`config.mk`:
```
export PLATFORM = sky130hd
export DESIGN_NAME = esr_top
export DESIGN_NICKNAME = d
export VERILOG_FILES = /design/src/pkg/esr_pkg.sv /design/src/core/esr_top.sv /design/src/core/esr_sync.sv
export SDC_FILE = /design/constraint.sdc
export NUM_CORES = 1
export LEC_CHECK = 0
export BUFFER_PORTS_ARGS = -buffer_cell sky130_fd_sc_hd__buf_2
export CAP_MARGIN = 10
export CORE_MARGIN = 1.5
export CORE_UTILIZATION = 43
export CTS_CLUSTER_DIAMETER = 200
export CTS_CLUSTER_SIZE = 30
export DETAILED_ROUTE_END_ITERATION = 6
export PLACE_DENSITY = 0.69
export RECOVER_POWER = 100
export SLEW_MARGIN = 5
export SYNTH_ARGS = -nofsm -noshare
export SYNTH_HDL_FRONTEND = slang
export SYNTH_SLANG_ARGS = --single-unit
```
`constraint.sdc`:
```
create_clock -name I_CLK_SYS -period 2.7 [get_ports I_CLK_SYS]
set_input_delay 0.54 -clock I_CLK_SYS [delete_from_list [all_inputs] [get_ports I_CLK_SYS]]
set_output_delay 0.54 -clock I_CLK_SYS [all_outputs]
set_load 0.01 [all_outputs]
```
`src/pkg/esr_pkg.sv`:
```
// esr_pkg: offsets, bit positions and reset values for the error status flags.
// assumes a 16-bit configuration register access port with byte enables.
package esr_pkg;
   localparam logic [7:0] ESR_FLAGS_OFS = 8'hc8;
   localparam logic [7:0] ESR_ENABLES_OFS = 8'hca;
   localparam int ESR_BIT_GFX_SMI = 12;
   localparam int ESR_BIT_THERMAL = 11;
   localparam int ESR_BIT_LOCK = 9;
   localparam int ESR_BIT_THROTTLE = 7;
   localparam int ESR_NUM_FLAGS = 4;
   localparam logic [15:0] ESR_FLAGS_RST = 16'h0000;
   localparam logic [15:0] ESR_ENABLES_RST = 16'h0000;
   localparam logic [15:0] ESR_FLAG_MASK = 16'h1a80;
   localparam logic [15:0] ESR_ENABLE_MASK = 16'h0a80;
   localparam int ESR_SYNC_STAGES = 2;
endpackage

```
`src/core/esr_top.sv`:
```
// esr_top: error status flags register with message requests toward the chipset link.
// assumes a simple 16-bit config port, power-good reset for sticky flags, async event pins.
`timescale 1ns/1ns
`default_nettype none
module esr_top
   import esr_pkg::*;
#(
   parameter bit HAS_GFX = 1'b1
) (
   input wire logic I_CLK_SYS,
   input wire logic I_RST_B,
   input wire logic I_PWRGOOD_RST_B,
   input wire logic I_CFG_WR,
   input wire logic I_CFG_RD,
   input wire logic [7:0] I_CFG_ADDR,
   input wire logic [1:0] I_CFG_BE,
   input wire logic [15:0] I_CFG_WDATA,
   output logic [15:0] O_CFG_RDATA,
   input wire logic I_SERR_GLOBAL_EN,
   input wire logic I_GFX_SW_SMI,
   input wire logic I_THERMAL_TRIP,
   input wire logic I_THERMAL_SMI_EN,
   input wire logic I_THERMAL_SCI_EN,
   input wire logic I_LOCK_NON_DRAM,
   input wire logic I_DRAM_THROTTLE,
   output logic O_LINK_SERR_REQ,
   output logic O_LINK_THERMAL_SMI_REQ,
   output logic O_LINK_THERMAL_SCI_REQ
);
   logic [3:0] ev_async;
   logic [3:0] ev_sync;
   logic [3:0] ev_prev_q;
   logic [15:0] flags_q;
   logic [15:0] flags_d;
   logic [15:0] prev_flags_q;
   logic [15:0] enables_q;
   logic [15:0] rdata_q;
   logic serr_q;
   logic smi_q;
   logic sci_q;

   assign ev_async = {I_GFX_SW_SMI, I_THERMAL_TRIP, I_LOCK_NON_DRAM, I_DRAM_THROTTLE};

   esr_sync #(.W(ESR_NUM_FLAGS)) u_sync (
      .i_clk(I_CLK_SYS),
      .i_rst_b(I_RST_B),
      .i_async(ev_async),
      .o_sync(ev_sync)
   );

   always_ff @(posedge I_CLK_SYS or negedge I_RST_B) begin
      if (!I_RST_B) begin
         ev_prev_q <= '0;
      end else begin
         ev_prev_q <= ev_sync;
      end
   end

   wire [3:0] ev_rise = ev_sync & ~ev_prev_q;
   wire flags_hit = (I_CFG_ADDR == ESR_FLAGS_OFS);
   wire enables_hit = (I_CFG_ADDR == ESR_ENABLES_OFS);
   wire [15:0] be_mask = {{8{I_CFG_BE[1]}}, {8{I_CFG_BE[0]}}};
   wire [15:0] clr_mask = (I_CFG_WR && flags_hit) ? (I_CFG_WDATA & be_mask & ESR_FLAG_MASK) : 16'h0000;
   wire thermal_flag = flags_q[ESR_BIT_THERMAL];
   wire therm_serr_en = enables_q[ESR_BIT_THERMAL] && I_SERR_GLOBAL_EN;
   wire therm_fire = ev_rise[2] && !thermal_flag &&
      (therm_serr_en || I_THERMAL_SMI_EN || I_THERMAL_SCI_EN);
   wire gfx_set = HAS_GFX && ev_rise[3];

   logic [15:0] set_mask;
   always_comb begin
      set_mask = 16'h0000;
      set_mask[ESR_BIT_GFX_SMI] = gfx_set;
      set_mask[ESR_BIT_THERMAL] = therm_fire;
      set_mask[ESR_BIT_LOCK] = ev_rise[1];
      set_mask[ESR_BIT_THROTTLE] = ev_rise[0];
   end

   assign flags_d = ((flags_q & ~clr_mask) | set_mask) & ESR_FLAG_MASK;

   always_ff @(posedge I_CLK_SYS or negedge I_PWRGOOD_RST_B) begin
      if (!I_PWRGOOD_RST_B) begin
         flags_q <= ESR_FLAGS_RST;
         prev_flags_q <= ESR_FLAGS_RST;
      end else begin
         flags_q <= flags_d;
         prev_flags_q <= flags_q;
      end
   end

   always_ff @(posedge I_CLK_SYS or negedge I_RST_B) begin
      if (!I_RST_B) begin
         enables_q <= ESR_ENABLES_RST;
      end else if (I_CFG_WR && enables_hit) begin
         enables_q <= (enables_q & ~be_mask) | (I_CFG_WDATA & be_mask & ESR_ENABLE_MASK);
      end
   end

   wire [15:0] flag_rise = flags_q & ~prev_flags_q;
   wire serr_d = I_SERR_GLOBAL_EN && |(flag_rise & enables_q);
   wire smi_d = therm_fire && I_THERMAL_SMI_EN;
   wire sci_d = therm_fire && I_THERMAL_SCI_EN;

   wire [15:0] rd_mux = flags_hit ? flags_q : (enables_hit ? enables_q : 16'h0000);

   always_ff @(posedge I_CLK_SYS or negedge I_RST_B) begin
      if (!I_RST_B) begin
         serr_q <= 1'b0;
         smi_q <= 1'b0;
         sci_q <= 1'b0;
         rdata_q <= 16'h0000;
      end else begin
         serr_q <= serr_d;
         smi_q <= smi_d;
         sci_q <= sci_d;
         rdata_q <= I_CFG_RD ? rd_mux : 16'h0000;
      end
   end

   assign O_LINK_SERR_REQ = serr_q;
   assign O_LINK_THERMAL_SMI_REQ = smi_q;
   assign O_LINK_THERMAL_SCI_REQ = sci_q;
   assign O_CFG_RDATA = rdata_q;

   a_serr_on_rise: assert property (
      @(posedge I_CLK_SYS) disable iff (!I_RST_B || !I_PWRGOOD_RST_B)
      (I_SERR_GLOBAL_EN && |(flags_q & ~prev_flags_q & enables_q)) |=> O_LINK_SERR_REQ)
      else $error("serr request missing after enabled flag rise");
   a_serr_no_cause: assert property (
      @(posedge I_CLK_SYS) disable iff (!I_RST_B || !I_PWRGOOD_RST_B)
      O_LINK_SERR_REQ |-> $past(I_SERR_GLOBAL_EN))
      else $error("serr request without global enable");
   a_flag_sets: assert property (
      @(posedge I_CLK_SYS) disable iff (!I_RST_B || !I_PWRGOOD_RST_B)
      ev_rise[1] |=> flags_q[ESR_BIT_LOCK])
      else $error("lock flag not set on event");
   a_clear_one: assert property (
      @(posedge I_CLK_SYS) disable iff (!I_RST_B || !I_PWRGOOD_RST_B)
      (clr_mask[ESR_BIT_THROTTLE] && !ev_rise[0]) |=> !flags_q[ESR_BIT_THROTTLE])
      else $error("throttle flag not cleared by write one");
   a_gfx_absent: assert property (
      @(posedge I_CLK_SYS) disable iff (!I_PWRGOOD_RST_B)
      !HAS_GFX |-> !flags_q[ESR_BIT_GFX_SMI])
      else $error("graphics flag set on variant without graphics");
   a_therm_needs_msg: assert property (
      @(posedge I_CLK_SYS) disable iff (!I_RST_B || !I_PWRGOOD_RST_B)
      $rose(flags_q[ESR_BIT_THERMAL]) |-> $past(therm_fire))
      else $error("thermal flag set without notification");
   a_therm_quiet: assert property (
      @(posedge I_CLK_SYS) disable iff (!I_RST_B || !I_PWRGOOD_RST_B)
      (thermal_flag && $past(thermal_flag)) |=> !O_LINK_THERMAL_SMI_REQ && !O_LINK_THERMAL_SCI_REQ)
      else $error("thermal message while thermal flag set");
   a_reserved_zero: assert property (
      @(posedge I_CLK_SYS) disable iff (!I_PWRGOOD_RST_B)
      (flags_q & ~ESR_FLAG_MASK) == 16'h0000)
      else $error("reserved flag bit nonzero");
   a_throttle_stays: assert property (
      @(posedge I_CLK_SYS) disable iff (!I_PWRGOOD_RST_B)
      (flags_q[ESR_BIT_THROTTLE] && !clr_mask[ESR_BIT_THROTTLE]) |=> flags_q[ESR_BIT_THROTTLE])
      else $error("throttle flag dropped without clear");
   a_smi_single: assert property (
      @(posedge I_CLK_SYS) disable iff (!I_RST_B || !I_PWRGOOD_RST_B)
      O_LINK_THERMAL_SMI_REQ |=> !O_LINK_THERMAL_SMI_REQ)
      else $error("thermal smi request longer than one cycle");
   a_sci_single: assert property (
      @(posedge I_CLK_SYS) disable iff (!I_RST_B || !I_PWRGOOD_RST_B)
      O_LINK_THERMAL_SCI_REQ |=> !O_LINK_THERMAL_SCI_REQ)
      else $error("thermal sci request longer than one cycle");
   a_smi_needs_en: assert property (
      @(posedge I_CLK_SYS) disable iff (!I_RST_B || !I_PWRGOOD_RST_B)
      O_LINK_THERMAL_SMI_REQ |-> $past(I_THERMAL_SMI_EN) && flags_q[ESR_BIT_THERMAL])
      else $error("thermal smi request without enable or flag");
   a_sci_needs_en: assert property (
      @(posedge I_CLK_SYS) disable iff (!I_RST_B || !I_PWRGOOD_RST_B)
      O_LINK_THERMAL_SCI_REQ |-> $past(I_THERMAL_SCI_EN) && flags_q[ESR_BIT_THERMAL])
      else $error("thermal sci request without enable or flag");
   a_enables_reserved: assert property (
      @(posedge I_CLK_SYS) disable iff (!I_RST_B)
      (enables_q & ~ESR_ENABLE_MASK) == 16'h0000)
      else $error("reserved enable bit nonzero");
   a_write_zero_keeps: assert property (
      @(posedge I_CLK_SYS) disable iff (!I_RST_B || !I_PWRGOOD_RST_B)
      (I_CFG_WR && I_CFG_ADDR == ESR_FLAGS_OFS && flags_q[ESR_BIT_LOCK] &&
         !(I_CFG_BE[1] && I_CFG_WDATA[ESR_BIT_LOCK])) |=> flags_q[ESR_BIT_LOCK])
      else $error("lock flag lost on write of zero");
   a_warm_keeps: assert property (
      @(posedge I_CLK_SYS) disable iff (!I_PWRGOOD_RST_B)
      (!I_RST_B && !I_CFG_WR) |=> flags_q == $past(flags_q))
      else $error("flags changed under warm reset");
   a_rdata_unmapped: assert property (
      @(posedge I_CLK_SYS) disable iff (!I_RST_B)
      (I_CFG_RD && I_CFG_ADDR != ESR_FLAGS_OFS && I_CFG_ADDR != ESR_ENABLES_OFS) |=> O_CFG_RDATA == 16'h0000)
      else $error("unmapped read returned nonzero");
   a_throttle_sets: assert property (
      @(posedge I_CLK_SYS) disable iff (!I_RST_B || !I_PWRGOOD_RST_B)
      ev_rise[0] |=> flags_q[ESR_BIT_THROTTLE])
      else $error("throttle flag not set on event");
   a_gfx_sets: assert property (
      @(posedge I_CLK_SYS) disable iff (!I_RST_B || !I_PWRGOOD_RST_B)
      (HAS_GFX && ev_rise[3]) |=> flags_q[ESR_BIT_GFX_SMI])
      else $error("graphics flag not set on event");
endmodule
`default_nettype wire

```
`src/core/esr_sync.sv`:
```
// esr_sync: two-flop synchroniser for a bundle of asynchronous event levels.
// assumes events are levels held for at least two clock periods.
`timescale 1ns/1ns
`default_nettype none
module esr_sync #(
   parameter int W = 4
) (
   input wire logic i_clk,
   input wire logic i_rst_b,
   input wire logic [W-1:0] i_async,
   output logic [W-1:0] o_sync
);
   logic [W-1:0] meta_q;
   logic [W-1:0] sync_q;
   always_ff @(posedge i_clk or negedge i_rst_b) begin
      if (!i_rst_b) begin
         meta_q <= '0;
         sync_q <= '0;
      end else begin
         meta_q <= i_async;
         sync_q <= meta_q;
      end
   end
   assign o_sync = sync_q;
endmodule
`default_nettype wire

```
# After elaboration in Yosys (flattened, before gate mapping)
# Cells that the tools add are included.
# totals
regBits,55
elab_cells,40
# op_classes
eq_ne,2
mux,4
bitwise,12
n_reduce_logical,12
# op_table
operator,count
16-bit 2-to-1 mux,3
16-bit AND,2
13-bit AND,2
13-bit by 16-bit AND with 16-bit output,1
"8-bit equality test, second input constant",2
13-bit NOT with 16-bit output,1
16-bit NOT,1
16-bit by 12-bit OR with 16-bit output,1
16-bit OR reduction,1
13-bit 2-to-1 mux,1
13-bit NOT,1
13-bit OR,1
1-bit logical AND,8
4-bit AND,1
4-bit NOT,1
1-bit logical OR,2
1-bit logical NOT,1

# Depth between registers and ports, before layout
# logic_depth
ltp_word,6
depth_mapped,4
ltp_nobuf,3

# Modules after synthesis
# Synthesis repeated with hierarchy kept, for this count alone.
# hier_totals
hier_cells,126
area_unflattened_um2,1888.1
# modules_own_cells
module,n_inst,cells_each,area_each_um2,seq_area_each_um2
esr_top,1,118,1687.9,1176.1
esr_sync,1,8,200.2,200.2

# Worst setup path after synthesis
# No wires, ideal clock.
# synth_timing
path_type,input port to flip-flop
start,in I_CFG_ADDR[4]
end,reg (tool-made name)
setup_time_ps,125
t_arrival_ps,1466
t_required_ps,2575
path_slack_ps,1109
cell_stages,4
path_cell_list,and4bb_2 > and4_1 > buf_6 > mux2_4
# synth_rtl
item,line,source
"start, declared",esr_top.sv:15,"input wire logic [7:0] I_CFG_ADDR,"

==> impl_metrics.env <==
export IMPL_dp_hpwl_um=2340
export IMPL_grt_pass1_wl_um=5590
export IMPL_via_count=1113
export IMPL_clk_path_buf_depth=2
export IMPL_yosysSeqAreaShare_pct=72.9
export IMPL_slew_limit_headroom_pct=26.7
export IMPL_start_util_pct=45.9
export IMPL_post_drt_wl_per_cell_um=14.0
export IMPL_io_pins=57
export IMPL_die_h_um=69.3
export IMPL_layout_drive_gt1_share_pct=22.2
export IMPL_path_class="primary input to asynchronous set/reset pin"
export IMPL_fp_dieW_um=69.3
export IMPL_final_nets=213
export IMPL_core_area_mm2=0.00412
export IMPL_portBuffers=44
export IMPL_ctsResizeCount=0
export IMPL_outcome="complete, no violations"
export IMPL_numCtsBuffers=5
export IMPL_critPathMaxFanout=27
export IMPL_required_ns=3.09
export IMPL_vias_per_cell=4.92
export IMPL_fin_crit_sh_pct=60.7
export IMPL_cts_setup_buffers=0
export IMPL_cts_tree="done"
export IMPL_drt_iter0_drc=60
export IMPL_synth_area_leader_cell="dfrtp_1"
export IMPL_grt_max_degree=28
export IMPL_peakVddDrop_mv=0.240
export IMPL_synthCells=126
export IMPL_arrival_ns=2.03
export IMPL_htreeDepth=2
export IMPL_ys_types=27
export IMPL_critPathBufInv=2
export IMPL_leakagePower_nw=1.07
export IMPL_rows=23
export IMPL_clock_sinks=55
export IMPL_worstMarginPinSlew_ns=1.10
export IMPL_synth_simple_area_share_pct=17.5
export IMPL_diodes=0
export IMPL_antenna_found_initial=0
export IMPL_crit_chain="clkbuf_1 > clkbuf_2"
export IMPL_muxShareOfSynthArea_pct=4.31
export IMPL_yosys_warnings=0
export IMPL_power_density_mw_per_mm2=605
export IMPL_synth_compound_area_share_pct=3.45
export IMPL_grt_pass1_vias=1191
export IMPL_clk_pin_slew_worst_paths_ns=0.10
export IMPL_ctsHoldBuffers=0
export IMPL_slowest_stage="clkbuf_1"
export IMPL_drv_slew=0
export IMPL_finalHoldViolCount=0
export IMPL_synth_top_family_by_area="simple AND/OR/NAND/NOR gates"
export IMPL_worstSetupEndpointType="asynchronous set/reset pin"
export IMPL_max_stage_delay_ns=0.79
export IMPL_cts_root_buf="clkbuf_8"
export IMPL_synth_area_leaders="dfrtp_1 73%, and2_1 6.6%, and2b_2 2.8%"
export IMPL_maxCapViolCount=0
export IMPL_postSynthAreaPerCell_um2=15.0
export IMPL_drcViolationCount=0
export IMPL_hold_slack_ns=0.139
export IMPL_ant_nets=0
export IMPL_syn_nets=164
export IMPL_grtUsageTotal_pct=14.8
export IMPL_syn2layout_area_growth_pct=17.2
export IMPL_finalCriticalPeriod_ns=1.64
export IMPL_critPathLaunchType="primary input"
export IMPL_finalWirelength_um=3150
export IMPL_fmax_mhz=610
export IMPL_holdCritPathClass="primary input to asynchronous set/reset pin"
export IMPL_grt_overflow=0
export IMPL_syn_area_mm2=0.00189
export IMPL_drt_pass1_iter_count=4
export IMPL_yosysTopAreaCellShare_pct=72.9
export IMPL_tns_ns=0
export IMPL_setup_viol=0
export IMPL_clkLatencyLatePin_ns=0.31
export IMPL_synth_fa_ha_area_share_pct=0
export IMPL_crit_family="buffers and inverters"
export IMPL_die_area_mm2=0.00480
export IMPL_gp_congestion=0.761
export IMPL_synth_xor_area_share_pct=0
export IMPL_rsz0062_at_grt="no"
export IMPL_finalClockSkew_ns=0.00734
export IMPL_synth_seq_cells=55
synth_stat cells:
| cell type | instances |
|---|---|
| buf_6 | 1 |
| nor3b_1 | 1 |
| clkbuf_4 | 1 |
| a22o_1 | 1 |
| nand4b_1 | 1 |
| o22a_1 | 1 |
| dfrtp_1 | 55 |
| clkbuf_2 | 1 |
| and2_1 | 20 |
| and4bb_1 | 1 |
| inv_1 | 3 |
| nand2_1 | 5 |
| nand4_1 | 2 |
| and4bb_2 | 1 |
| mux2i_1 | 4 |
| nor2_1 | 5 |
| and2b_2 | 6 |
| and4_1 | 2 |
| mux2_4 | 2 |
| nor4bb_1 | 2 |
| nor2b_1 | 3 |
| o22ai_1 | 2 |
| o21a_1 | 1 |
| a211oi_1 | 1 |
| a221o_1 | 2 |
| mux2_2 | 1 |
| nand3_1 | 1 |
final timing paths:
kind | from | end | slack (ns) | cells after the start
max in group I_CLK_SYS | I_CFG_ADDR[4] | flop | 1.14 | 4
min | I_PWRGOOD_RST_B | flags_q[9] | 0.14 | 1
min in group I_CLK_SYS | I_GFX_SW_SMI | u_sync.meta_q[3] | 0.33 | 1
max reg2reg | flop | flags_q[11] | 1.69 | 3
min reg2reg | u_sync.meta_q[2] | u_sync.o_sync[2] | 0.36 | 0
max | I_RST_B | enables_q[14] | 1.06 | 2
layout make-up:
type                       instances  area (um2)
clock buffer                       5        68.8
fill                             364        1900
inverter                           3        11.3
multi-input combinational         65         469
clock inverter                     3        25.0
sequential                        55        1380
timing repair buffer              45         199
tap                               50        62.6
flip-flops by register name, indices dropped and copies added (netlist names), named ones only:
register	flops
flags_q	4
u_sync.meta_q	4
O_CFG_RDATA	16
O_LINK_THERMAL_SCI_REQ	1
u_sync.o_sync	4
ev_prev_q	4
O_LINK_THERMAL_SMI_REQ	1
O_LINK_SERR_REQ	1
enables_q	13
prev_flags_q	4
stage by stage:
stage / std cells / setup WS [ns] / util (%) / total power, mW / area, um2
2_1_floorplan: 126 / 1.11 / - / 0.870 / 1890
6_report: 226 / 1.06 / 53.8 / 1.34 / 2210
3_3_place_gp: 218 / 0.879 / 52.4 / 0.906 / 2150
4_1_cts: 226 / 1.18 / 54.6 / 1.36 / 2250
5_1_grt: 226 / 0.730 / 53.8 / 1.39 / 2210
3_5_place_dp: 218 / 0.843 / 52.4 / 0.909 / 2150
routing by layer:
metal  up-vias  wire length [um]  track usage [%]
li1        520                 -                -
met4         0                79             7.19
met5         -                 0                0
met3         6               157             3.34
met2        39              1490             23.9
met1       548              1420             18.8
kinds of logic after synthesis:
family,after synthesis
flops,55
compound gates,8
buf+inv,6
simple gates,50
mux,7
power by group:
group,switching (mW),internal (mW),total [mW]
clock,0.262,0.186,0.448
combinational,0.0297,0.0213,0.0510
sequential,0.00501,0.834,0.839
total,0.297,1.04,1.34
placed cells by master (no fill, tap or decap), types with 2 or more instances in the layout:
| master | count |
|---|---|
| a221o_1 | 2 |
| and2_0 | 11 |
| and2_1 | 9 |
| and2b_2 | 6 |
| and4_1 | 2 |
| and4bb_1 | 2 |
| buf_2 | 23 |
| clkbuf_1 | 21 |
| clkbuf_8 | 5 |
| clkinv_4 | 2 |
| dfrtp_1 | 55 |
| inv_1 | 3 |
| mux2_1 | 2 |
| mux2i_1 | 4 |
| nand2_1 | 5 |
| nand4_1 | 2 |
| nor2_1 | 5 |
| nor2b_1 | 3 |
| nor4bb_1 | 2 |
| o22ai_1 | 2 |
Power figures use the tool's default switching activity.
